<file path="config.mk">
export PLATFORM = sky130hd
export DESIGN_NAME = adcfs_ctrl
export DESIGN_NICKNAME = d
export VERILOG_FILES = /design/src/verilog/adcfs_pkg.sv /design/src/verilog/adcfs_ctrl.sv /design/src/verilog/adcfs_sar.sv
export SDC_FILE = /design/constraint.sdc
export NUM_CORES = 1
export LEC_CHECK = 0
export BUFFER_PORTS_ARGS = -buffer_cell sky130_fd_sc_hd__buf_2
export CORE_ASPECT_RATIO = 2
export CORE_MARGIN = 3
export CORE_UTILIZATION = 25
export CTS_CLUSTER_DIAMETER = 150
export DETAILED_ROUTE_END_ITERATION = 16
export PLACE_DENSITY_LB_ADDON = 0.2
export SYNTH_ARGS = -nofsm -noshare
export SYNTH_HDL_FRONTEND = slang
export SYNTH_SLANG_ARGS = --single-unit
</file>
<file path="constraint.sdc">
create_clock -name clk_i -period 10.3 [get_ports clk_i]
set_input_delay 1.545 -clock clk_i [delete_from_list [all_inputs] [get_ports clk_i]]
set_output_delay 1.545 -clock clk_i [all_outputs]
set_load 0.005 [all_outputs]
</file>
<file path="src/verilog/adcfs_pkg.sv">
package adcfs_pkg;

  // Register byte offsets, one aligned word each.
  localparam logic [7:0] OFF_CHAN = 8'h00;  // Channel and status register.
  localparam logic [7:0] OFF_TRIG = 8'h04;  // Trigger control register.
  localparam logic [7:0] OFF_CLK  = 8'h08;  // Clock configuration register.
  localparam logic [7:0] OFF_QCFG = 8'h0C;  // Queue configuration register.
  localparam logic [7:0] OFF_RES  = 8'h10;  // Sixteen-bit result word.
  localparam logic [7:0] OFF_PIN  = 8'h14;  // Pin analog control register.
  localparam logic [7:0] OFF_IST  = 8'h18;  // Interrupt status, cleared by read.
  localparam logic [7:0] OFF_IMSK = 8'h1C;  // Interrupt mask.

  // Channel and status register fields.
  localparam int CH_SEL_LSB = 0;  // Input channel select, five bits.
  localparam int CH_CONT    = 5;  // Continuous select.
  localparam int CH_IEN     = 6;  // Completion interrupt enable.
  localparam int CH_FLAG    = 7;  // Conversion complete flag, read only.

  // Trigger control fields.
  localparam int TR_BUSY   = 3;  // Sequence running, read only.
  localparam int TR_CMP_GT = 4;  // Compare greater-than option.
  localparam int TR_CMP_EN = 5;  // Compare enable.
  localparam int TR_HW     = 6;  // Hardware trigger select.
  localparam logic [7:0] TRIG_WMASK = 8'h70;

  // Clock configuration fields.
  localparam int CK_SRC_LSB  = 0;  // Clock source, two bits.
  localparam int CK_MODE_LSB = 2;  // Resolution: 0 8-bit, 1 10-bit, else 12-bit.
  localparam int CK_LONG     = 4;  // Long sample select.
  localparam int CK_DIV_LSB  = 5;  // Divider, two bits.
  localparam int CK_LOWPOW   = 7;  // Low power select.

  // Queue configuration fields.
  localparam int QC_DEPTH_LSB = 0;  // Depth code, three bits.
  localparam int QC_AND       = 5;  // Compare combining: 1 AND, 0 OR.
  localparam int QC_SCAN      = 6;  // Queue scan enable.
  localparam logic [7:0] QCFG_WMASK = 8'h67;

  // Interrupt status bits.
  localparam int IRQ_DONE = 0;  // Whole queue converted.
  localparam int IRQ_LOST = 1;  // Hardware trigger arrived during a conversion.

  localparam logic [7:0] RST_REG    = 8'h00;  // Reset value of the trigger, clock, queue and pin registers.
  localparam int         QDEPTH_MAX = 8;      // Queue entries.

  // Sample lengths in tenths of a conversion clock cycle.
  localparam int SAMP_SHORT_TENTHS = 35;
  localparam int SAMP_LONG_TENTHS  = 235;
  // The same lengths in conversion clock half cycles.
  localparam logic [5:0] SAMP_SHORT_HALF = 6'(SAMP_SHORT_TENTHS * 2 / 10);
  localparam logic [5:0] SAMP_LONG_HALF  = 6'(SAMP_LONG_TENTHS * 2 / 10);

  typedef enum logic [1:0] {ST_FILL, ST_WAIT, ST_CONV, ST_DONE} adcfs_state_e;

  // Number of result bits for a resolution code.
  function automatic logic [3:0] adcfs_bits(input logic [1:0] mode);
    case (mode)
      2'h0:    adcfs_bits = 4'd8;
      2'h1:    adcfs_bits = 4'd10;
      default: adcfs_bits = 4'd12;
    endcase
  endfunction : adcfs_bits

  // Full-scale code for a resolution code.
  function automatic logic [11:0] adcfs_full(input logic [1:0] mode);
    case (mode)
      2'h0:    adcfs_full = 12'h0FF;
      2'h1:    adcfs_full = 12'h3FF;
      default: adcfs_full = 12'hFFF;
    endcase
  endfunction : adcfs_full

endpackage : adcfs_pkg

</file>
<file path="src/verilog/adcfs_ctrl.sv">
// Register access over Wishbone and the register addresses were left to the implementer.
`timescale 1ns/1ps
module adcfs_ctrl (
  // Clock and reset.
  input  wire logic        clk_i,
  input  wire logic        rst_i,
  // Wishbone slave.
  input  wire logic        wb_cyc_i,
  input  wire logic        wb_stb_i,
  input  wire logic        wb_we_i,
  input  wire logic [7:0]  wb_adr_i,
  input  wire logic [3:0]  wb_sel_i,
  input  wire logic [31:0] wb_dat_i,
  output logic [31:0]      wb_dat_o,
  output logic             wb_ack_o,
  // Trigger and analog front end.
  input  wire logic        hw_trig_i,
  input  wire logic [11:0] ain_code_i,
  input  wire logic        ain_high_i,
  input  wire logic        ain_low_i,
  output logic [4:0]       ain_sel_o,
  // Pad control of the shared pins.
  input  wire logic [7:0]  gpio_out_i,
  input  wire logic [7:0]  gpio_oe_n_i,
  input  wire logic [7:0]  gpio_pu_i,
  output logic [7:0]       pad_out_o,
  output logic [7:0]       pad_oe_n_o,
  output logic [7:0]       pad_pu_o,
  // Interrupt.
  output logic             irq_o
);
  import adcfs_pkg::*;

  // Two-flop synchronisers for pin inputs; stage one feeds stage two only.
  logic [14:0] sync1_r, sync2_r;
  logic        trig_d_r;          // Previous synchronised trigger level.
  logic        trig_edge;         // Rising trigger, one cycle.

  // Conversion clock divider.
  logic [7:0]  div_cnt_r, div_cnt_nxt;
  logic        half_tick_r, half_tick_nxt;
  logic [7:0]  div_top;

  // Software-visible registers.
  logic [7:0]  trig_r, trig_nxt;  // Trigger control.
  logic [7:0]  clk_r, clk_nxt;    // Clock configuration.
  logic [7:0]  qcfg_r, qcfg_nxt;  // Queue configuration.
  logic [7:0]  pin_r, pin_nxt;    // Pin analog select.
  logic        cont_r, cont_nxt;  // Continuous select.
  logic        ien_r, ien_nxt;    // Completion interrupt enable.
  logic        flag_r, flag_nxt;  // Conversion complete flag.
  logic [1:0]  ist_r, ist_nxt;    // Sticky interrupt status.
  logic [1:0]  imsk_r, imsk_nxt;  // Interrupt mask.

  // Queues and sequencing state.
  logic [4:0]  chq_r  [QDEPTH_MAX];
  logic [4:0]  chq_nxt [QDEPTH_MAX];
  logic [15:0] resq_r [QDEPTH_MAX];
  logic [15:0] resq_nxt [QDEPTH_MAX];
  adcfs_state_e state_r, state_nxt;
  logic [3:0]  wcnt_r, wcnt_nxt;  // Channels written.
  logic [2:0]  fidx_r, fidx_nxt;  // Next channel to fetch.
  logic [3:0]  dcnt_r, dcnt_nxt;  // Results stored.
  logic [2:0]  ridx_r, ridx_nxt;  // Next result to read.
  logic [4:0]  sel_nxt;
  logic        start_r, start_nxt;
  logic        abort_r, abort_nxt;

  // Bus side.
  logic [31:0] dat_nxt, rdata;
  logic        req, wr, chan_wr, res_rd, ist_rd;
  logic [7:0]  off;
  logic        flag_set, lost_set, irq_nxt;
  logic [7:0]  pout_nxt, poe_nxt, ppu_nxt;

  // Decoded configuration.
  logic [2:0]  dcode;
  logic [3:0]  depth;
  logic        scan, hw, full;
  logic        eng_done;
  logic [15:0] eng_result;

  // The analog level is slow against the sample window, so a plain
  // double flop per bit is enough; a code may mix two levels at a step.
  always_ff @(posedge clk_i) begin
    if (rst_i) begin
      sync1_r  <= 15'h0000;
      sync2_r  <= 15'h0000;
      trig_d_r <= 1'b0;
    end else begin
      sync1_r  <= {hw_trig_i, ain_high_i, ain_low_i, ain_code_i};
      sync2_r  <= sync1_r;
      trig_d_r <= sync2_r[14];
    end
  end
  assign trig_edge = sync2_r[14] && !trig_d_r;

  // Half-cycle tick of the conversion clock, every 2**div bus cycles.
  always_comb begin
    div_top       = (8'h01 << clk_r[CK_DIV_LSB +: 2]) - 8'h01;
    half_tick_nxt = (div_cnt_r == div_top);
    div_cnt_nxt   = half_tick_nxt ? 8'h00 : div_cnt_r + 8'h01;
  end

  always_ff @(posedge clk_i) begin
    if (rst_i) begin
      div_cnt_r   <= 8'h00;
      half_tick_r <= 1'b0;
    end else begin
      div_cnt_r   <= div_cnt_nxt;
      half_tick_r <= half_tick_nxt;
    end
  end

  // Configuration decode; a zero depth code is the plain single-channel mode, with scan off.
  assign dcode = qcfg_r[QC_DEPTH_LSB +: 3];
  assign depth = {1'b0, dcode} + 4'd1;
  assign scan  = qcfg_r[QC_SCAN] && (dcode != 3'd0);
  assign hw    = trig_r[TR_HW];
  assign full  = scan ? (wcnt_r != 4'd0) : (wcnt_r >= depth);

  // Bus request is taken once; ack follows in the next cycle.
  assign req     = wb_cyc_i && wb_stb_i && !wb_ack_o;
  assign off     = {wb_adr_i[7:2], 2'b00};
  assign wr      = req && wb_we_i && wb_sel_i[0];
  assign chan_wr = wr && (off == OFF_CHAN);
  assign res_rd  = req && !wb_we_i && (off == OFF_RES);
  assign ist_rd  = req && !wb_we_i && (off == OFF_IST);

  // Read data; unmapped words read as zero.
  always_comb begin
    case (off)
      OFF_CHAN: rdata = {24'h0, flag_r, ien_r, cont_r, ain_sel_o};
      OFF_TRIG: rdata = {24'h0, trig_r | {4'h0, state_r == ST_CONV ||
                                           state_r == ST_WAIT, 3'h0}};
      OFF_CLK:  rdata = {24'h0, clk_r};
      OFF_QCFG: rdata = {24'h0, qcfg_r};
      OFF_RES:  rdata = {16'h0, resq_r[ridx_r]};
      OFF_PIN:  rdata = {24'h0, pin_r};
      OFF_IST:  rdata = {30'h0, ist_r};
      OFF_IMSK: rdata = {30'h0, imsk_r};
      default:  rdata = 32'h0;
    endcase
  end

  // Sequencer, register writes and read side effects.
  always_comb begin
    state_nxt = state_r;
    chq_nxt   = chq_r;
    resq_nxt  = resq_r;
    wcnt_nxt  = wcnt_r;
    fidx_nxt  = fidx_r;
    dcnt_nxt  = dcnt_r;
    ridx_nxt  = ridx_r;
    start_nxt = 1'b0;
    abort_nxt = 1'b0;
    flag_set  = 1'b0;
    lost_set  = 1'b0;
    trig_nxt  = trig_r;
    clk_nxt   = clk_r;
    qcfg_nxt  = qcfg_r;
    pin_nxt   = pin_r;
    cont_nxt  = cont_r;
    ien_nxt   = ien_r;
    imsk_nxt  = imsk_r;
    case (state_r)
      ST_FILL: begin
        // Nothing starts until the queue is full, whatever the trigger.
        if (full) begin
          fidx_nxt  = 3'd0;
          dcnt_nxt  = 4'd0;
          ridx_nxt  = 3'd0;
          state_nxt = hw ? ST_WAIT : ST_CONV;
          start_nxt = !hw;
        end
      end
      ST_WAIT: begin
        if (trig_edge) begin
          state_nxt = ST_CONV;
          start_nxt = 1'b1;
        end
      end
      ST_CONV: begin
        // A trigger during a conversion is dropped and reported.
        lost_set = hw && trig_edge;
        if (eng_done) begin
          resq_nxt[dcnt_r[2:0]] = eng_result;
          if (dcnt_r + 4'd1 == depth) begin
            flag_set  = 1'b1;
            fidx_nxt  = 3'd0;
            dcnt_nxt  = 4'd0;
            ridx_nxt  = 3'd0;
            state_nxt = !cont_r ? ST_DONE : (hw ? ST_WAIT : ST_CONV);
            start_nxt = cont_r && !hw;
          end else begin
            dcnt_nxt  = dcnt_r + 4'd1;
            fidx_nxt  = fidx_r + 3'd1;
            state_nxt = hw ? ST_WAIT : ST_CONV;
            start_nxt = !hw;
          end
        end
      end
      ST_DONE: begin
        // A single sequence rests until a refill or a new trigger.
        if (hw && trig_edge) begin
          state_nxt = ST_CONV;
          start_nxt = 1'b1;
        end
      end
      default: state_nxt = ST_FILL;
    endcase
    if (wr) begin
      case (off)
        OFF_CHAN: begin
          cont_nxt = wb_dat_i[CH_CONT];
          ien_nxt  = wb_dat_i[CH_IEN];
          if (state_r != ST_FILL) begin
            // Any write while busy or done aborts and starts a new fill.
            abort_nxt  = 1'b1;
            start_nxt  = 1'b0;
            state_nxt  = ST_FILL;
            chq_nxt[0] = wb_dat_i[CH_SEL_LSB +: 5];
            wcnt_nxt   = 4'd1;
          end else if (scan && wcnt_r != 4'd0) begin
            chq_nxt[0] = wb_dat_i[CH_SEL_LSB +: 5];
          end else if (wcnt_r < depth) begin
            chq_nxt[wcnt_r[2:0]] = wb_dat_i[CH_SEL_LSB +: 5];
            wcnt_nxt = wcnt_r + 4'd1;
          end
        end
        OFF_TRIG: trig_nxt = wb_dat_i[7:0] & TRIG_WMASK;
        OFF_CLK:  clk_nxt  = wb_dat_i[7:0];
        OFF_QCFG: qcfg_nxt = wb_dat_i[7:0] & QCFG_WMASK;
        OFF_PIN:  pin_nxt  = wb_dat_i[7:0];
        OFF_IMSK: imsk_nxt = wb_dat_i[1:0];
        default: begin
        end
      endcase
    end
    // Reads walk the result queue in fill order.
    if (res_rd) begin
      ridx_nxt = (ridx_r + 3'd1 == depth[2:0]) ? 3'd0 : ridx_r + 3'd1;
    end
    // Hardware sets win over clears made in the same cycle.
    flag_nxt = flag_set ? 1'b1 : (res_rd ? 1'b0 : flag_r);
    ist_nxt  = (ist_rd ? 2'b00 : ist_r) | {lost_set, flag_set && ien_r};
    // The channel is taken from the queue whatever the pin select says.
    sel_nxt  = ain_sel_o;
    if (start_nxt) begin
      sel_nxt = scan ? chq_r[0] : chq_r[fidx_nxt];
    end
    irq_nxt  = |(ist_r & imsk_r);
    dat_nxt  = (req && !wb_we_i) ? rdata : 32'h0;
    // Analog pins lose their driver and pullup.
    pout_nxt = gpio_out_i & ~pin_r;
    poe_nxt  = gpio_oe_n_i | pin_r;
    ppu_nxt  = gpio_pu_i & ~pin_r;
  end

  always_ff @(posedge clk_i) begin
    if (rst_i) begin
      state_r    <= ST_FILL;
      wcnt_r     <= 4'd0;
      fidx_r     <= 3'd0;
      dcnt_r     <= 4'd0;
      ridx_r     <= 3'd0;
      start_r    <= 1'b0;
      abort_r    <= 1'b0;
      trig_r     <= RST_REG;
      clk_r      <= RST_REG;
      qcfg_r     <= RST_REG;
      pin_r      <= RST_REG;
      cont_r     <= 1'b0;
      ien_r      <= 1'b0;
      flag_r     <= 1'b0;
      ist_r      <= 2'b00;
      imsk_r     <= 2'b00;
      ain_sel_o  <= 5'h00;
      irq_o      <= 1'b0;
      wb_ack_o   <= 1'b0;
      wb_dat_o   <= 32'h0;
      pad_out_o  <= 8'h00;
      pad_oe_n_o <= 8'hFF;
      pad_pu_o   <= 8'h00;
    end else begin
      state_r    <= state_nxt;
      chq_r      <= chq_nxt;
      resq_r     <= resq_nxt;
      wcnt_r     <= wcnt_nxt;
      fidx_r     <= fidx_nxt;
      dcnt_r     <= dcnt_nxt;
      ridx_r     <= ridx_nxt;
      start_r    <= start_nxt;
      abort_r    <= abort_nxt;
      trig_r     <= trig_nxt;
      clk_r      <= clk_nxt;
      qcfg_r     <= qcfg_nxt;
      pin_r      <= pin_nxt;
      cont_r     <= cont_nxt;
      ien_r      <= ien_nxt;
      flag_r     <= flag_nxt;
      ist_r      <= ist_nxt;
      imsk_r     <= imsk_nxt;
      ain_sel_o  <= sel_nxt;
      irq_o      <= irq_nxt;
      wb_ack_o   <= req;
      wb_dat_o   <= dat_nxt;
      pad_out_o  <= pout_nxt;
      pad_oe_n_o <= poe_nxt;
      pad_pu_o   <= ppu_nxt;
    end
  end

  // Converter engine; it starts one cycle after the channel is selected.
  adcfs_sar u_sar (
    .clk_i       (clk_i),
    .rst_i       (rst_i),
    .half_tick_i (half_tick_r),
    .start_i     (start_r),
    .abort_i     (abort_r),
    .long_i      (clk_r[CK_LONG]),
    .mode_i      (clk_r[CK_MODE_LSB +: 2]),
    .code_i      (sync2_r[11:0]),
    .at_high_i   (sync2_r[13]),
    .at_low_i    (sync2_r[12]),
    .done_o      (eng_done),
    .result_o    (eng_result)
  );
endmodule : adcfs_ctrl

</file>
<file path="src/verilog/adcfs_sar.sv">
`timescale 1ns/1ps
module adcfs_sar (
  // Clock and reset.
  input  wire logic        clk_i,
  input  wire logic        rst_i,
  // Control from the sequencer.
  input  wire logic        half_tick_i,
  input  wire logic        start_i,
  input  wire logic        abort_i,
  input  wire logic        long_i,
  input  wire logic [1:0]  mode_i,
  // Synchronised analog level.
  input  wire logic [11:0] code_i,
  input  wire logic        at_high_i,
  input  wire logic        at_low_i,
  // Result.
  output logic             done_o,
  output logic [15:0]      result_o
);
  import adcfs_pkg::*;

  typedef enum logic [1:0] {ENG_IDLE, ENG_SAMP, ENG_CONV} adcfs_eng_e;

  adcfs_eng_e  st_r, st_nxt;      // Engine phase.
  logic [5:0]  cnt_r, cnt_nxt;    // Half cycles spent in the phase.
  logic        done_nxt;          // Completion pulse.
  logic [15:0] res_nxt;           // Captured code.
  logic [5:0]  samp_len;          // Sample phase in half cycles.
  logic [5:0]  conv_len;          // Approximation phase in half cycles.
  logic [3:0]  bits;              // Result width.
  logic [5:0]  samp_ticks_r;      // Independent count, read only by checks.

  // Phase sequencing; the level is frozen when sampling ends.
  always_comb begin
    st_nxt   = st_r;
    cnt_nxt  = cnt_r;
    done_nxt = 1'b0;
    res_nxt  = result_o;
    bits     = adcfs_bits(mode_i);
    samp_len = long_i ? SAMP_LONG_HALF : SAMP_SHORT_HALF;
    conv_len = {1'b0, bits, 1'b0};
    case (st_r)
      ENG_IDLE: begin
      end
      ENG_SAMP: begin
        if (half_tick_i) begin
          if (cnt_r == samp_len - 6'd1) begin
            st_nxt  = ENG_CONV;
            cnt_nxt = 6'd0;
            // Out-of-range levels saturate instead of wrapping.
            if (at_high_i) begin
              res_nxt = {4'h0, adcfs_full(mode_i)};
            end else if (at_low_i) begin
              res_nxt = 16'h0000;
            end else begin
              res_nxt = {4'h0, code_i >> (4'd12 - bits)};
            end
          end else begin
            cnt_nxt = cnt_r + 6'd1;
          end
        end
      end
      ENG_CONV: begin
        if (half_tick_i) begin
          if (cnt_r == conv_len - 6'd1) begin
            st_nxt   = ENG_IDLE;
            done_nxt = 1'b1;
          end else begin
            cnt_nxt = cnt_r + 6'd1;
          end
        end
      end
      default: st_nxt = ENG_IDLE;
    endcase
    // An abort drops the conversion; a start always restarts sampling.
    if (abort_i) begin
      st_nxt   = ENG_IDLE;
      done_nxt = 1'b0;
    end
    if (start_i) begin
      st_nxt  = ENG_SAMP;
      cnt_nxt = 6'd0;
    end
  end

  // Engine registers.
  always_ff @(posedge clk_i) begin
    if (rst_i) begin
      st_r         <= ENG_IDLE;
      cnt_r        <= 6'd0;
      done_o       <= 1'b0;
      result_o     <= 16'h0000;
      samp_ticks_r <= 6'd0;
    end else begin
      st_r     <= st_nxt;
      cnt_r    <= cnt_nxt;
      done_o   <= done_nxt;
      result_o <= res_nxt;
      if (start_i) begin
        samp_ticks_r <= 6'd0;
      end else if (st_r == ENG_SAMP && half_tick_i) begin
        samp_ticks_r <= samp_ticks_r + 6'd1;
      end
    end
  end
endmodule : adcfs_sar
</file>
* Word-level counts from Yosys, hierarchy flattened *
Cells that the tools add are included.

storage, ports and cells
  word-level logic and storage cells = 261
  bits of input ports = 88
  bits in registers = 345

cells by class
  reductions and logical operators = 56
  add/subtract/negate cells = 11
  shift-type cells = 2
  mux-type cells = 81
  $lt $le $gt $ge = 8
  bitwise gates (word level) = 20
  equal/unequal tests = 34

operators with widths
  cell                                           number
  bitwise mux 128 bit                            1
  one-hot mux 16 bit (8 select lines)            1
  2-to-1 mux 16 bit                              4
  binary-select mux 16 bit (select 3 bit)        1
  demux 16 bit (select 3 bit)                    1
  bitwise mux 40 bit                             1
  2-to-1 mux 40 bit                              1
  2-to-1 mux 2 bit                               15
  2-to-1 mux 5 bit                               6
  2-to-1 mux 6 bit                               5
  == test 6 x 3 -> 1 bit, second input constant  4
  2-to-1 mux 3 bit                               8
  2-to-1 mux 4 bit                               6
  one-hot mux 12 bit (2 select lines)            1
  2-to-1 mux 1 bit                               19
  one-hot mux 3 bit (2 select lines)             3
  bitwise AND 8 bit                              2
  >= comparator 4 bit, second input constant     4
  NOT 3 -> 4 bit                                 4
  AND reduction 4 bit                            4
  binary-select mux 5 bit (select 3 bit)         1
  demux 5 bit (select 3 bit)                     1
  logical AND 1 bit                              15
  == test 6 x 2 -> 1 bit, second input constant  2
  53 further kinds                               102

* Depth between registers and ports, before layout *
  word-level depth = 10
  gate-level depth with buffers = 12
  gate-level depth less buffers = 11

* Modules after synthesis *
Synthesis repeated with hierarchy kept, for this count alone.

unflattened totals
  cells, all modules = 1072
  area total of the unflattened synthesis = 13521.7 um^2

by module, submodules not included
  module      times used  cells an instance  area each (um^2)
  adcfs_ctrl  1           899                12102.9
  adcfs_sar   1           173                1418.9

* Worst setup path before layout *
Ideal clock, no wire load.

  path kind = input to register
  start = input port wb_adr_i[3]
  end = register chq_r[10] (netlist bit) (enable)
  buffers on the path = 1
  arrival time = 3.519 ns
  required time = 9.925 ns
  stages = 7
  library setup time = 0.375 ns
  setup slack = 6.406 ns
  cells stage by stage = or4_4 buf_6 nor3_4 nand2_2 nor3_2 nand3b_1 nor3b_1

between the ends
  cells in the longest elaborated chain, start to end = 2

ends and longest elaborated chain
  what                                  RTL line           source
  start: declaration                    adcfs_ctrl.sv:11   input wire logic [7:0] wb_adr_i,
  logical NOT 8 bit                     adcfs_ctrl.sv:213  case (off)
  AND reduction 6 bit (no source line)  -
  end signal: assignment                adcfs_ctrl.sv:287  chq_r <= chq_nxt;
  end: declaration                      adcfs_ctrl.sv:56   logic [4:0] chq_r [QDEPTH_MAX];

No other way between the ends.
A chain may end at the register's enable or synchronous reset.

* Worst setup path in the final report *
  start = input port wb_adr_i[3]
  end = register chq_r[14] (netlist bit) (enable)

The elaborated chain is that of the path after synthesis.

==> flow_summary.ini <==
[synthesis]
netlist-cell-type-count = 77
syn_area_per_cell_um2 = 12.25
synthTopCellsByCount = dfxtp_1, edfxtp_1, nor2_1
muxShareOfSynthArea_pct = 10.49
synth_compound_area_share_pct = 8.370
synth_top_family_by_area = simple AND/OR/NAND/NOR gates
seq_area_frac_synth_pct = 59.10
yosys_most_used_dff = dfxtp_1
ys_ff_latch = 289
async_flop_share_pct = 0
synthSimpleGateAreaFrac_pct = 14.11
synth_area_leader_cell = edfxtp_1
synth-warning-count = 0
synth-edff-count = 136
yosys-top-cells-area = edfxtp_1, dfxtp_1, mux4_2, mux2i_1, nor2_1
yosysTopAreaCellShare_pct = 33.77
synth.most_common_cell = dfxtp_1
synth_xor_xnor_area_share_pct = 1.904
syn_area_um2 = 12090
syn-instance-count = 987
synth_adder_area_share_pct = 1.966

[final_layout]
layout.nets = 1181
regArea_um2 = 7148
n_fill_cell = 4926
areaGrowthSynthToFinish_pct = 15.90
drive_gt1_share_pct = 20.11
multi_input_area_um2 = 4546

[sta]
hold_viol = 0
rsz0062_at_grt = false
worstMarginPinSlew_ns = 1.032
maxSlewHeadroom_pct = 31.06
report.final.slew_viol_count = 0
skew_ns = 0.01990
finalCritPeriodShare_pct = 40.66
finalSetupTns_ns = 0
max_freq_mhz = 238.8
finalCriticalPeriod_ns = 4.188
finalSetupViolCount = 0

[floorplan]
start_util_pct = 25.38
die_area_um2 = 51210
rows = 113
die_height_um = 317.0
coreArea_um2 = 47650
io_pins = 151
die_x_um = 161.5

[clocking]
cts_inserted_buffers = 27
clkTransAtPathRegs_ns = 0.06
cts_root_buf = clkbuf_16
insertion_delay_ns = 0.55
clock_sinks = 289
h-tree-depth = 1
hold_buffers = 0
cts-resized-gates = 0
post_cts_buffers = 0
clock_path_buffers = 3
cts_tree = built

[routing]
drt_iter0_drc = 365
drc = 0
vias_per_cell = 4.438
wl_per_cell_um = 18.22
ant_nets = 0
vias = 7665
drt_wl_total_mm = 31.47
first_pass_iters = 6

[global_route]
grt_start_max_net_pins = 66
antenna_found_initial = 1
grt_pass1_wl_mm = 47.72
grt_pass1_vias = 7946
grt_util_all_layers_pct = 12.18
grt_overflow = 0

[power_and_ir_drop]
ir_worst_vdd_v = 0.00009553
internal_power_mw = 1.778
pwr-share-comb_pct = 6.3
power_leakage_nw = 4.969
power_per_cell_area_nw_per_um2 = 165.7
clockPowerShare_pct = 41.2
seq_power_share_pct = 52.5
p_sw_share_pct = 23.44
switching_power_mw = 0.5442
power_mw = 2.322

[worst_setup_path]
path_cells = buf_2 > or4_4 > nor3_4 > nand2_2 > nor3_2 > nand3b_1 > nor3b_1
start_kind = input port
ff2ff_setup_slack_ns = 6.26
cp_max_fo = 10
cp.required_ns = 10.47
slowest_stage = nor3b_1
crit_path_end_kind = register
cpPeakStageDelay_ns = 0.88
cp.arrival_ns = 4.35
crit_type = input port to register

[worst_hold_path]
min_path_type = register to register

[job]
drv_cap = 0

[run_status]
status = finished, final reports clean

[place]
place_congestion = 0.8038
dp_hpwl_mm = 23.04
numPortBuffers = 101
## critical path: cells and delay by family
kind / cells / cell delay (ns)
buffers and inverters: 1 / 0.13
AND/OR/NAND/NOR: 6 / 2.67
## power groups by stage
stage / sequential, mW / clock, mW / combinational (mW)
after floorplan: 1.24 / 0 / 0.0964
after global placement: 1.25 / 0 / 0.146
after detailed placement: 1.24 / 0 / 0.146
after CTS: 1.22 / 0.994 / 0.147
after global routing: 1.22 / 1.04 / 0.160
final: 1.22 / 0.957 / 0.146
## state kept, by name (all words and copies together), names as in the netlist, 3 cells and up
register,count
wb_dat_o,12
pad_out_o,8
u_sar.result_o,12
ain_sel_o,5
pin_r,8
sync2_r,15
fidx_r,3
pad_oe_n_o,8
dcnt_r,4
clk_r,8
div_cnt_r,8
trig_r,3
wcnt_r,4
sync1_r,15
u_sar.cnt_r,6
qcfg_r,5
chq_r,40
pad_pu_o,8
ridx_r,3
resq_r,96
## cell usage in the layout, fill, tap and decap left out, drive strengths merged, types with 14 or more instances in the layout
| cell type | n |
|---|---|
| nor2b | 38 |
| clkbuf | 34 |
| conb | 20 |
| nand3 | 20 |
| buf | 114 |
| o21ai | 23 |
| nand2 | 40 |
| nor2 | 112 |
| inv | 28 |
| a22oi | 15 |
| mux4 | 26 |
| dfxtp | 153 |
| edfxtp | 136 |
| nor3 | 20 |
| nor3b | 22 |
| a21oi | 39 |
| mux2i | 57 |
| ha | 19 |
| or3 | 14 |
## worst paths after layout
path / from / to / cells past startpoint
max: wb_adr_i[3] / chq_r[14]$_DFFE_PP_ / 7
min: sync1_r[4]$_SDFF_PP0_ / sync2_r[4]$_SDFF_PP0_ / 1
max reg2reg: qcfg_r[0]$_SDFFE_PP0P_ / ain_sel_o[4]$_SDFFE_PP0P_ / 10
min reg2reg: sync1_r[4]$_SDFF_PP0_ / sync2_r[4]$_SDFF_PP0_ / 1
## metrics by stage
step	hold slack, ns	worst slack, ns	area, um^2	cells	utilization, %
floorplan	0.4138	6.406	12160	1006	-
global placement	0.4221	5.475	13180	1677	27.66
detailed placement	0.4239	5.490	13180	1677	27.66
CTS	0.4353	6.060	14010	1726	29.41
global route	0.4490	5.850	14020	1727	29.42
finish	0.4307	6.112	14020	1727	29.42
## logic make-up (layout without fill, tap and decap cells)
logic type / Yosys count / after routing
buffers and inverters: 99 / 187
adders and majority gates: 19 / 19
AOI/OAI and AO/OA: 140 / 140
DFF: 289 / 289
xor gates and xnor gates: 23 / 23
muxes: 93 / 93
other: 1 / 21
and+or+nand+nor: 323 / 323
## area by class of cell
class	count	share of cell area [%]
Antenna cell	1	0.01785
Clock buffer	34	5.079
Clock inverter	15	0.8659
Inverter	24	0.6427
Multi-Input combinational cell	618	32.43
Sequential cell	289	51.00
Tap cell	632	5.642
Timing Repair Buffer	114	4.321
## per-layer routing
metal | vias to the layer above | GRT usage, % | routed length (um) | share of wire, %
li1 | 3732 | - | - | -
met1 | 3766 | 12.09 | 10870 | 35
met2 | 120 | 25.15 | 18730 | 60
met3 | 47 | 1.186 | 767 | 2.4
met4 | 0 | 4.952 | 1104 | 3.5
met5 | - | 0 | 0 | 0
(Power assumes the default switching activity.)
